$ cat config.mk
export PLATFORM = sky130hd
export DESIGN_NAME = brps_seq
export DESIGN_NICKNAME = d
export VERILOG_FILES = /design/src/core/brps_pkg.sv /design/src/core/brps_seq.sv
export VERILOG_INCLUDE_DIRS = /design/src /design/src/core
export SDC_FILE = /design/constraint.sdc
export NUM_CORES = 1
export LEC_CHECK = 0
export BUFFER_PORTS_ARGS = -buffer_cell sky130_fd_sc_hd__buf_2
export CAP_MARGIN = 20
export CORE_ASPECT_RATIO = 1.25
export CORE_MARGIN = 2
export CORE_UTILIZATION = 45
export CTS_CLUSTER_DIAMETER = 120
export CTS_CLUSTER_SIZE = 8
export DETAILED_ROUTE_END_ITERATION = 10
export GPL_TIMING_DRIVEN = 1
export HOLD_SLACK_MARGIN = 0.08
export MAX_ROUTING_LAYER = met4
export REMOVE_ABC_BUFFERS = 1
export SLEW_MARGIN = 20
export SYNTH_ARGS = -nofsm -noshare
export SYNTH_HDL_FRONTEND = slang
export SYNTH_SLANG_ARGS = --single-unit
$ cat constraint.sdc
create_clock -name pclk -period 9.4 [get_ports pclk]
set_input_delay 0.94 -clock pclk [delete_from_list [all_inputs] [get_ports pclk]]
set_output_delay 0.94 -clock pclk [all_outputs]
set_load 0.1 [all_outputs]
$ cat src/core/brps_regs.svh
// Offsets, field positions, reset values and timing figures for the burner sequencer.
// Assumes a 100 MHz clock and a one-second sequence timebase.
`ifndef BRPS_REGS_SVH
`define BRPS_REGS_SVH
// Register byte offsets
`define BRPS_CTRL_OFS     8'h00
`define BRPS_PURGE_OFS    8'h04
`define BRPS_MSG_OFS      8'h08
`define BRPS_STAT_OFS     8'h0C
// Control fields
`define BRPS_CTRL_ONOFF   0
`define BRPS_CTRL_LOCKV   1
`define BRPS_CTRL_CLR     2
`define BRPS_CTRL_RST     2'h0
`define BRPS_PURGE_RST    16'h001E
// Message fields
`define BRPS_MSG_SUB_LO   0
`define BRPS_MSG_SUB_HI   1
`define BRPS_MSG_PRE      2
`define BRPS_MSG_LOCK     3
// Display phase codes
`define BRPS_DP_STANDBY   3'h0
`define BRPS_DP_PURGE     3'h1
`define BRPS_DP_PILOT     3'h2
`define BRPS_DP_MAIN      3'h3
`define BRPS_DP_RUN       3'h4
`define BRPS_DP_POST      3'h5
`define BRPS_DP_LOCK      3'h6
// Clock and timing figures
`define BRPS_CLK_NS       10
`define BRPS_SEC_NS       1000000000
`define BRPS_SEC_CYC      (`BRPS_SEC_NS / `BRPS_CLK_NS)
`define BRPS_STAB_S       16'h000A
`define BRPS_POST_S       16'h000F
`define BRPS_PILOT_LONG_S 16'h000A
`define BRPS_PILOT_SHT_S  16'h0004
`define BRPS_TEST_LONG_S  16'h0008
`define BRPS_TEST_SHT_S   16'h0003
`define BRPS_FLAMEOUT_S   16'h000F
`define BRPS_MAIN_BASE_S  16'h000A
`define BRPS_MAIN_CLIP_S  16'h000F
`define BRPS_MAIN_JMP_S   16'h001E
`define BRPS_MSG_HOLD_S   16'h003C
`define BRPS_SEC_PER_MIN  16'h003C
`endif

$ cat src/core/brps_pkg.sv
// Types shared by the burner sequencer.
// Constants live in brps_regs.svh.
package brps_pkg;
  // Sequence states
  typedef enum logic [3:0] {
    ST_STANDBY,
    ST_PRE_HIGH,
    ST_PURGE,
    ST_PRE_LOW,
    ST_PILOT,
    ST_MAIN,
    ST_STAB,
    ST_RUN,
    ST_POST,
    ST_LOCKOUT
  } brps_state_type;
endpackage : brps_pkg

$ cat src/core/brps_seq.sv
// Burner run, postpurge and test-selector sequencer with an APB register slave.
// Assumes field pins arrive asynchronously; straps read 1 when intact.
//
// The APB register port and the register offsets were left to the implementer.
`timescale 1ns/1ps
`include "brps_regs.svh"

module brps_seq #(
  parameter int unsigned SEC_CYC = `BRPS_SEC_CYC
) (
  input  wire logic        pclk,
  input  wire logic        presetn,
  input  wire logic        psel,
  input  wire logic        penable,
  input  wire logic        pwrite,
  input  wire logic [7:0]  paddr,
  input  wire logic [31:0] pwdata,
  output logic [31:0]      prdata,
  output logic             pready,
  output logic             pslverr,
  input  wire logic        demand_in,
  input  wire logic        test_in,
  input  wire logic        flame_in,
  input  wire logic        high_fire_sw,
  input  wire logic        low_fire_sw,
  input  wire logic        pilot_trial_strap,
  input  wire logic        main_trial_strap,
  input  wire logic        interlock_check_strap,
  input  wire logic        main_alt_term,
  input  wire logic        jumper_pilot_main,
  input  wire logic        jumper_main_start,
  input  wire logic        jumper_blower_main,
  output logic             blower_out,
  output logic             frate_high,
  output logic             frate_low,
  output logic             frate_mod,
  output logic             damper_out,
  output logic             pilot_out,
  output logic             main_out,
  output logic             lockout_out,
  output logic [2:0]       disp_phase,
  output logic             disp_timed,
  output logic [7:0]       disp_min,
  output logic [5:0]       disp_sec,
  output logic             disp_arrow,
  output logic [1:0]       disp_code,
  output logic             disp_preempt,
  output logic             disp_paren
);

  // Display phase of a sequence state
  function automatic logic [2:0] phase_of(input brps_pkg::brps_state_type s);
    case (s)
      brps_pkg::ST_STANDBY: phase_of = `BRPS_DP_STANDBY;
      brps_pkg::ST_PILOT:   phase_of = `BRPS_DP_PILOT;
      brps_pkg::ST_MAIN:    phase_of = `BRPS_DP_MAIN;
      brps_pkg::ST_STAB,
      brps_pkg::ST_RUN:     phase_of = `BRPS_DP_RUN;
      brps_pkg::ST_POST:    phase_of = `BRPS_DP_POST;
      brps_pkg::ST_LOCKOUT: phase_of = `BRPS_DP_LOCK;
      default:              phase_of = `BRPS_DP_PURGE;
    endcase
  endfunction : phase_of

  //////////////////////////////////////////////////////////////////////////////
  // Input synchronisers; stage one is read only by stage two
  logic [10:0] sync1_q;
  logic [10:0] sync2_q;
  always_ff @(posedge pclk or negedge presetn) begin
    if (!presetn) begin
      sync1_q <= 11'h000;
      sync2_q <= 11'h000;
    end else begin
      sync1_q <= {jumper_blower_main, jumper_main_start, jumper_pilot_main, main_alt_term,
                  interlock_check_strap, main_trial_strap, pilot_trial_strap,
                  low_fire_sw, high_fire_sw, flame_in, demand_in};
      sync2_q <= sync1_q;
    end
  end
  logic test_s1_q;
  logic test_s2_q;
  always_ff @(posedge pclk or negedge presetn) begin
    if (!presetn) begin
      test_s1_q <= 1'b0;
      test_s2_q <= 1'b0;
    end else begin
      test_s1_q <= test_in;
      test_s2_q <= test_s1_q;
    end
  end

  logic demand;
  logic flame;
  logic hi_sw;
  logic lo_sw;
  logic pilot_strap;
  logic main_strap;
  logic ilck_strap;
  logic alt_term;
  logic jmp_any;
  logic jmp_bm;
  assign demand      = sync2_q[0];
  assign flame       = sync2_q[1];
  assign hi_sw       = sync2_q[2];
  assign lo_sw       = sync2_q[3];
  assign pilot_strap = sync2_q[4];
  assign main_strap  = sync2_q[5];
  assign ilck_strap  = sync2_q[6];
  assign alt_term    = sync2_q[7];
  assign jmp_any     = sync2_q[8] | sync2_q[9];
  assign jmp_bm      = sync2_q[10];

  //////////////////////////////////////////////////////////////////////////////
  // APB registers
  logic [1:0]  ctrl_q;
  logic [15:0] purge_q;
  logic [3:0]  msg_q;
  logic        clr_req_q;
  logic        wr_acc;
  logic        setup;
  assign wr_acc = psel & penable & pwrite;
  assign setup  = psel & ~penable;

  // Writable configuration; lockout clear is a one-cycle pulse
  always_ff @(posedge pclk or negedge presetn) begin
    if (!presetn) begin
      ctrl_q    <= `BRPS_CTRL_RST;
      purge_q   <= `BRPS_PURGE_RST;
      msg_q     <= 4'h0;
      clr_req_q <= 1'b0;
    end else begin
      clr_req_q <= wr_acc && paddr == `BRPS_CTRL_OFS && pwdata[`BRPS_CTRL_CLR];
      if (wr_acc && paddr == `BRPS_CTRL_OFS) ctrl_q <= pwdata[1:0];
      if (wr_acc && paddr == `BRPS_PURGE_OFS) purge_q <= pwdata[15:0];
      if (wr_acc && paddr == `BRPS_MSG_OFS) msg_q <= pwdata[3:0];
    end
  end

  //////////////////////////////////////////////////////////////////////////////
  // One-second timebase
  logic [31:0] pre_q;
  logic        tick;
  assign tick = (pre_q == SEC_CYC - 1);
  always_ff @(posedge pclk or negedge presetn) begin
    if (!presetn) pre_q <= 32'h0000_0000;
    else pre_q <= tick ? 32'h0000_0000 : pre_q + 32'h0000_0001;
  end

  //////////////////////////////////////////////////////////////////////////////
  // Sequence state machine
  brps_pkg::brps_state_type st_q;
  logic [15:0] tmr_q;
  logic [15:0] fout_q;
  logic [15:0] pilot_len;
  logic [15:0] test_win;
  logic [15:0] main_len;
  logic        test_pilot;
  logic        pilot_hold;

  assign pilot_len  = pilot_strap ? `BRPS_PILOT_LONG_S : `BRPS_PILOT_SHT_S;
  assign test_win   = pilot_strap ? `BRPS_TEST_LONG_S : `BRPS_TEST_SHT_S;
  // Alternate terminal keeps the short trial
  assign main_len   = (alt_term || main_strap) ? `BRPS_MAIN_BASE_S :
                      (jmp_bm ? `BRPS_MAIN_JMP_S : `BRPS_MAIN_CLIP_S);
  assign test_pilot = test_s2_q & ~(ctrl_q[`BRPS_CTRL_LOCKV] & jmp_any);
  assign pilot_hold = test_pilot & (tmr_q < test_win);

  // Timers count whole seconds; holds keep tmr_q so release resumes it
  always_ff @(posedge pclk or negedge presetn) begin
    if (!presetn) begin
      st_q   <= brps_pkg::ST_STANDBY;
      tmr_q  <= 16'h0000;
      fout_q <= 16'h0000;
    end else begin
      case (st_q)
        brps_pkg::ST_STANDBY: begin
          tmr_q <= 16'h0000;
          if (demand) st_q <= brps_pkg::ST_PRE_HIGH;
        end
        brps_pkg::ST_PRE_HIGH: begin
          if (hi_sw && !test_s2_q) st_q <= brps_pkg::ST_PURGE;
        end
        brps_pkg::ST_PURGE: begin
          if (tmr_q >= purge_q) begin
            st_q  <= brps_pkg::ST_PRE_LOW;
            tmr_q <= 16'h0000;
          end else if (tick && !test_s2_q) begin
            tmr_q <= tmr_q + 16'h0001;
          end
        end
        brps_pkg::ST_PRE_LOW: begin
          if (lo_sw && !test_s2_q) st_q <= brps_pkg::ST_PILOT;
        end
        brps_pkg::ST_PILOT: begin
          if (!pilot_hold) fout_q <= 16'h0000;
          else if (flame) fout_q <= 16'h0000;
          else if (tick) fout_q <= fout_q + 16'h0001;
          if (pilot_hold && fout_q >= `BRPS_FLAMEOUT_S) begin
            st_q <= brps_pkg::ST_LOCKOUT;
          end else if (tmr_q >= pilot_len) begin
            tmr_q <= 16'h0000;
            st_q  <= flame ? brps_pkg::ST_MAIN : brps_pkg::ST_LOCKOUT;
          end else if (tick && !pilot_hold) begin
            tmr_q <= tmr_q + 16'h0001;
          end
        end
        brps_pkg::ST_MAIN: begin
          if (tmr_q >= main_len) begin
            tmr_q <= 16'h0000;
            st_q  <= flame ? brps_pkg::ST_STAB : brps_pkg::ST_LOCKOUT;
          end else if (tick) begin
            tmr_q <= tmr_q + 16'h0001;
          end
        end
        brps_pkg::ST_STAB: begin
          if (!flame) st_q <= brps_pkg::ST_LOCKOUT;
          else if (!demand) begin
            st_q  <= brps_pkg::ST_POST;
            tmr_q <= 16'h0000;
          end else if (tmr_q >= `BRPS_STAB_S) st_q <= brps_pkg::ST_RUN;
          else if (tick) tmr_q <= tmr_q + 16'h0001;
        end
        brps_pkg::ST_RUN: begin
          tmr_q <= 16'h0000;
          if (!flame) st_q <= brps_pkg::ST_LOCKOUT;
          else if (!demand) st_q <= brps_pkg::ST_POST;
        end
        brps_pkg::ST_POST: begin
          if (tmr_q >= `BRPS_POST_S) begin
            st_q  <= brps_pkg::ST_STANDBY;
            tmr_q <= 16'h0000;
          end else if (tick) begin
            tmr_q <= tmr_q + 16'h0001;
          end
        end
        brps_pkg::ST_LOCKOUT: begin
          tmr_q  <= 16'h0000;
          fout_q <= 16'h0000;
          if (clr_req_q) st_q <= brps_pkg::ST_STANDBY;
        end
        default: st_q <= brps_pkg::ST_LOCKOUT;
      endcase
    end
  end

  //////////////////////////////////////////////////////////////////////////////
  // Field outputs, registered from state
  always_ff @(posedge pclk or negedge presetn) begin
    if (!presetn) begin
      blower_out  <= 1'b0;
      frate_high  <= 1'b0;
      frate_low   <= 1'b0;
      frate_mod   <= 1'b0;
      damper_out  <= 1'b0;
      pilot_out   <= 1'b0;
      main_out    <= 1'b0;
      lockout_out <= 1'b0;
    end else begin
      blower_out  <= st_q != brps_pkg::ST_STANDBY && st_q != brps_pkg::ST_LOCKOUT;
      frate_high  <= st_q == brps_pkg::ST_PRE_HIGH || st_q == brps_pkg::ST_PURGE;
      frate_low   <= st_q == brps_pkg::ST_PRE_LOW || st_q == brps_pkg::ST_PILOT ||
                     st_q == brps_pkg::ST_MAIN || st_q == brps_pkg::ST_STAB ||
                     (st_q == brps_pkg::ST_RUN && test_s2_q);
      frate_mod   <= st_q == brps_pkg::ST_RUN && !test_s2_q &&
                     !ctrl_q[`BRPS_CTRL_ONOFF];
      damper_out  <= st_q == brps_pkg::ST_RUN && ctrl_q[`BRPS_CTRL_ONOFF];
      pilot_out   <= st_q == brps_pkg::ST_PILOT || st_q == brps_pkg::ST_MAIN;
      main_out    <= st_q == brps_pkg::ST_MAIN || st_q == brps_pkg::ST_STAB ||
                     st_q == brps_pkg::ST_RUN;
      lockout_out <= st_q == brps_pkg::ST_LOCKOUT;
    end
  end

  //////////////////////////////////////////////////////////////////////////////
  // Status display: phase, timer, submenu marker, message priority
  logic [15:0] msg_tmr_q;
  logic        timed;
  // Drive-to-fire steps show as purge, with a zero timer
  assign timed = st_q == brps_pkg::ST_PRE_HIGH || st_q == brps_pkg::ST_PURGE ||
                 st_q == brps_pkg::ST_PRE_LOW || st_q == brps_pkg::ST_PILOT ||
                 st_q == brps_pkg::ST_MAIN || st_q == brps_pkg::ST_POST;

  // Age of the selectable message; resets whenever a preempt takes over
  always_ff @(posedge pclk or negedge presetn) begin
    if (!presetn) msg_tmr_q <= 16'h0000;
    else if (disp_preempt) msg_tmr_q <= 16'h0000;
    else if (tick && msg_tmr_q < `BRPS_MSG_HOLD_S) msg_tmr_q <= msg_tmr_q + 16'h0001;
  end

  // Division is slow but the timer changes once a second
  always_ff @(posedge pclk or negedge presetn) begin
    if (!presetn) begin
      disp_phase   <= `BRPS_DP_STANDBY;
      disp_timed   <= 1'b0;
      disp_min     <= 8'h00;
      disp_sec     <= 6'h00;
      disp_arrow   <= 1'b0;
      disp_code    <= 2'h0;
      disp_preempt <= 1'b0;
      disp_paren   <= 1'b0;
    end else begin
      disp_phase   <= phase_of(st_q);
      disp_timed   <= timed;
      disp_min     <= timed ? 8'(tmr_q / `BRPS_SEC_PER_MIN) : 8'h00;
      disp_sec     <= timed ? 6'(tmr_q % `BRPS_SEC_PER_MIN) : 6'h00;
      disp_preempt <= (msg_q[`BRPS_MSG_PRE] || msg_q[`BRPS_MSG_LOCK]) &&
                      (disp_preempt || msg_tmr_q >= `BRPS_MSG_HOLD_S);
      disp_paren   <= disp_preempt;
      disp_arrow   <= !disp_preempt && msg_q[1:0] != 2'h0;
      disp_code    <= disp_preempt ? 2'h0 : msg_q[1:0];
    end
  end

  //////////////////////////////////////////////////////////////////////////////
  // APB read data and error, prepared in the setup cycle
  always_ff @(posedge pclk or negedge presetn) begin
    if (!presetn) begin
      prdata  <= 32'h0000_0000;
      pslverr <= 1'b0;
      pready  <= 1'b0;
    end else begin
      pready <= 1'b1;
      if (setup) begin
        pslverr <= 1'b0;
        case (paddr)
          `BRPS_CTRL_OFS:  prdata <= {30'h0000_0000, ctrl_q};
          `BRPS_PURGE_OFS: prdata <= {16'h0000, purge_q};
          `BRPS_MSG_OFS:   prdata <= {28'h000_0000, msg_q};
          `BRPS_STAT_OFS:  prdata <= {tmr_q, 3'h0, pilot_hold, disp_preempt, ilck_strap,
                                      main_strap, pilot_strap, test_s2_q, phase_of(st_q), st_q};
          default: begin
            prdata  <= 32'h0000_0000;
            pslverr <= 1'b1;
          end
        endcase
      end
    end
  end

endmodule : brps_seq
==> metrics.md <==
| Metric | Value |
|---|---|
| Status | `complete, no violations` |
| Final hold viol count | `0` |
| Peak supply drop | `between 0.0001 and 0.00015 V` |
| CP endpoint kind | `register` |
| CTS Buffer Depth | `2` |
| Final setup margin | `slightly below 4 ns` |
| First-pass GRT wire length | `42.10 mm` |
| Final min period | `5.472 ns` |
| CTS-repair resized insts | `0` |
| H-Tree Level Count | `4` |
| Total grt overflow | `0` |
| Clk slew on worst S/H paths | `around 0.080 ns` |
| Worst hold path type | `register to register` |
| I/O pin count | `122` |
| Post-DP HPWL | `17.74 mm` |
| First drt pass iteration count | `5` |
| Count of final max-slew check failures | `0` |
| Pre-CTS WS | `between 4 and 5 ns` |
| # Max-Cap Violations | `0` |
| Register area | `4910 um^2` |
| Total power per unit cell area | `between 150 and 200 nW/um^2` |
| Leakage Power | `5.597 nW` |
| Setup_tns | `0 ns` |
| Post-CTS Setup Repair Bufs | `0` |
| Die Ht | `176.6 um` |
| Max Freq | `between 0.15 and 0.2 GHz` |
| Fill cells | `approximately 2.2k` |
| Post-synth ARST share | `between 90% and 100%` |
| Worst Setup EP | `disp_sec[3]$_DFF_PN0_` |
| ANT nets after route | `0` |
| GRT Util Overall | `a little over a fifth` |
| Initial antenna violation count | `1` |
| Crit path launch type | `register` |
| Core Region | `about 24000 um^2` |
| Layout Skew | `~0.014 ns` |
| WL/cell | `roughly 17 um` |
| Most common cell after layout, fill and taps aside | `dfrtp_1` |
| RD Place Congestion | `0.8466` |
| Final non-filler cell total | `roughly 1.5k` |
| Top_reg_cell synth | `dfrtp_1` |
| Final wirelength | `approximately 26 mm` |
| CTS sink count | `196` |
| CP required | `9.72 ns` |
| Clock latency on the worst-skew pair | `roughly 0.45 ns` |
| Number of flops mapped to enable cells by yosys | `0` |
| WP data arrival | `approximately 5.8 ns` |
| Via count | `8481` |
| Post-synthesis cell count | `approximately 1.1k` |
| IO Port Bufs | `105` |
| Hold_buf cts | `0` |
| Vias in the first global route | `~8k` |
| Initial DRC Count | `between 400 and 500` |
| Fin nets | `between 1k and 1.5k` |
| Worst-margin pin slew | `between 0.8 and 0.9 ns` |
| FF-to-FF Start | `tmr_q[14]$_DFFE_PN0P_` |
| Hold_ws | `between 0.3 and 0.4 ns` |
| R2R setup slack | `3.93 ns` |
| Rows | `between 60 and 70` |
| #FFs+latches synth | `approximately 200` |
| Full die area | `around 25000 um^2` |
| Multi-input logic area | `between 5000 and 6000 um^2` |
| CTS Buf Count | `17` |
| Final setup vio count | `0` |
| Post-Place Cells | `roughly 1.4k` |
| Post-synthesis cell type count | `about 100` |
| CTS root buf | `clkbuf_16` |
| Syn avg cell area | `between 9 and 10 um^2` |
| Largest net degree at the start of global routing | `82` |
| Hold path depth | `0` |
| Register-to-Register Path Depth | `15` |
| Crit path from | `tmr_q[14]$_DFFE_PN0P_` |
| Die width | `~140 um` |
| Layout area overhead | `12.49%` |
| R2R Path End | `disp_sec[3]$_DFF_PN0_` |
| Synthesis Warnings | `0` |
| Post-synthesis sequential area ratio | `45.76%` |
| Setup CP Type | `register to register` |
| CP Max Fanout | `23` |
| Commonest cells after routing, fill and taps aside | `dfrtp_1, buf_2, nor2_1` |
| CTS tree | `built` |
| Max-slew headroom | `a little over two fifths` |
| Via density | `approximately 5.7` |
| Post-Syn Area | `between 10000 and 15000 um^2` |
| Share of post-route cells with drive strength above 1 | `roughly a fifth` |
| Initial Util | `between 40% and 50%` |
| Unrepaired setup endpoints after global routing | `false` |
| DR DRC count | `0` |
| Fin crit share | `58.21%` |
## layer usage
layer	routed length (um)	track usage, %
met5	0	-
met4	359	5.083
met3	908	3.436
met2	12660	35.45
met1	11790	28.53
## flip-flops by register name (all words and copies together), names as in the netlist, 2 cells and up
register / count
prdata: 32
pre_q: 32
fout_q: 16
msg_tmr_q: 16
purge_q: 16
tmr_q: 16
sync1_q: 11
sync2_q: 11
disp_min: 8
disp_sec: 6
msg_q: 4
st_q: 4
disp_phase: 3
ctrl_q: 2
disp_code: 2
## through the flow
stage | util, % | area, um^2 | power, mW
floorplan | - | 10460 | 1.312
global placement | 48.45 | 11420 | 1.465
detailed placement | 48.46 | 11420 | 1.469
CTS | 51.20 | 12070 | 2.238
global route | 51.21 | 12070 | 2.323
finish | 51.21 | 12070 | 2.220
## cell families (layout without fill, tap and decap cells)
group	count (synthesis)	in the layout	share of synthesized area [%]
simple gates	405	405	19.09
compound gates	259	259	17.39
flops	196	196	45.76
buf+inv	104	192	4.187
mux	54	54	5.784
xor+xnor	49	49	4.070
fa+ha+maj	32	32	3.685
other cells	1	2	0.03495
## worst max-delay path, stage by stage (launching register included)
cell	delay, ns
dfrtp_1	0.88
xnor2_1	0.23
o32ai_2	0.35
and2_2	0.24
mux2i_2	0.66
and2_1	0.27
a21oi_2	0.06
mux4_2	0.48
o32a_1	0.34
o221ai_1	0.36
o21ai_1	0.15
a21oi_2	0.31
nand2b_1	0.31
o211ai_1	0.20
o211ai_1	0.11
or3_1	0.38
## worst min path at each step
stage	from	to	slack, ns
2_1_floorplan	sync1_q[0]$_DFF_PN0_	sync2_q[0]$_DFF_PN0_	0.33
3_3_place_gp	sync1_q[4]$_DFF_PN0_	sync2_q[4]$_DFF_PN0_	0.33
3_5_place_dp	sync1_q[4]$_DFF_PN0_	sync2_q[4]$_DFF_PN0_	0.33
4_1_cts	sync1_q[8]$_DFF_PN0_	sync2_q[8]$_DFF_PN0_	0.35
5_1_grt	sync1_q[8]$_DFF_PN0_	sync2_q[8]$_DFF_PN0_	0.36
6_report	sync1_q[6]$_DFF_PN0_	sync2_q[6]$_DFF_PN0_	0.35
## Yosys cell counts, types with 5 or more instances
| master | number | area [um^2] |
|---|---|---|
| a211oi_1 | 9 | 67.56 |
| a21o_1 | 18 | 135.1 |
| a21oi_1 | 49 | 245.2 |
| a22o_1 | 17 | 148.9 |
| a22oi_1 | 5 | 37.54 |
| a31oi_1 | 8 | 50.05 |
| and2_1 | 12 | 75.07 |
| and3_1 | 19 | 118.9 |
| buf_2 | 8 | 40.04 |
| buf_6 | 5 | 56.30 |
| clkbuf_1 | 38 | 142.6 |
| dfrtp_1 | 192 | 4805 |
| ha_1 | 29 | 362.9 |
| inv_1 | 46 | 172.7 |
| mux2_2 | 27 | 304.0 |
| mux2i_1 | 22 | 220.2 |
| nand2_1 | 91 | 341.6 |
| nand2b_1 | 8 | 50.05 |
| nand3_1 | 55 | 275.3 |
| nand4_1 | 18 | 112.6 |
| nor2_1 | 101 | 379.1 |
| nor2b_1 | 19 | 118.9 |
| nor3_1 | 19 | 95.09 |
| nor4_1 | 17 | 106.4 |
| o2111ai_1 | 7 | 61.31 |
| o211ai_1 | 13 | 97.59 |
| o21a_1 | 6 | 45.04 |
| o21ai_0 | 56 | 280.3 |
| o21ai_1 | 9 | 45.04 |
| o22ai_1 | 6 | 37.54 |
| or2_2 | 6 | 37.54 |
| or3_1 | 7 | 43.79 |
| xnor2_1 | 23 | 201.4 |
| xor2_1 | 25 | 219.0 |
## power breakdown
part | leakage, nW | switching, mW | total, mW | internal (mW)
logic | 2.67 | 0.384 | 0.514 | 0.131
registers | 2.62 | 0.0572 | 0.937 | 0.880
clock network | 0.308 | 0.394 | 0.768 | 0.374
## area by class of cell
cell class                 instances  share of cell area [%]
multi-input combinational        800                   44.58
clock inverter                    15                   1.814
inverter                          48                   1.493
clock buffer                      17                   3.525
antenna                            1                 0.02073
timing repair buffer             112                   4.862
sequential                       196                   40.68
tap                              292                   3.027
Power figures use the tool's default switching activity.
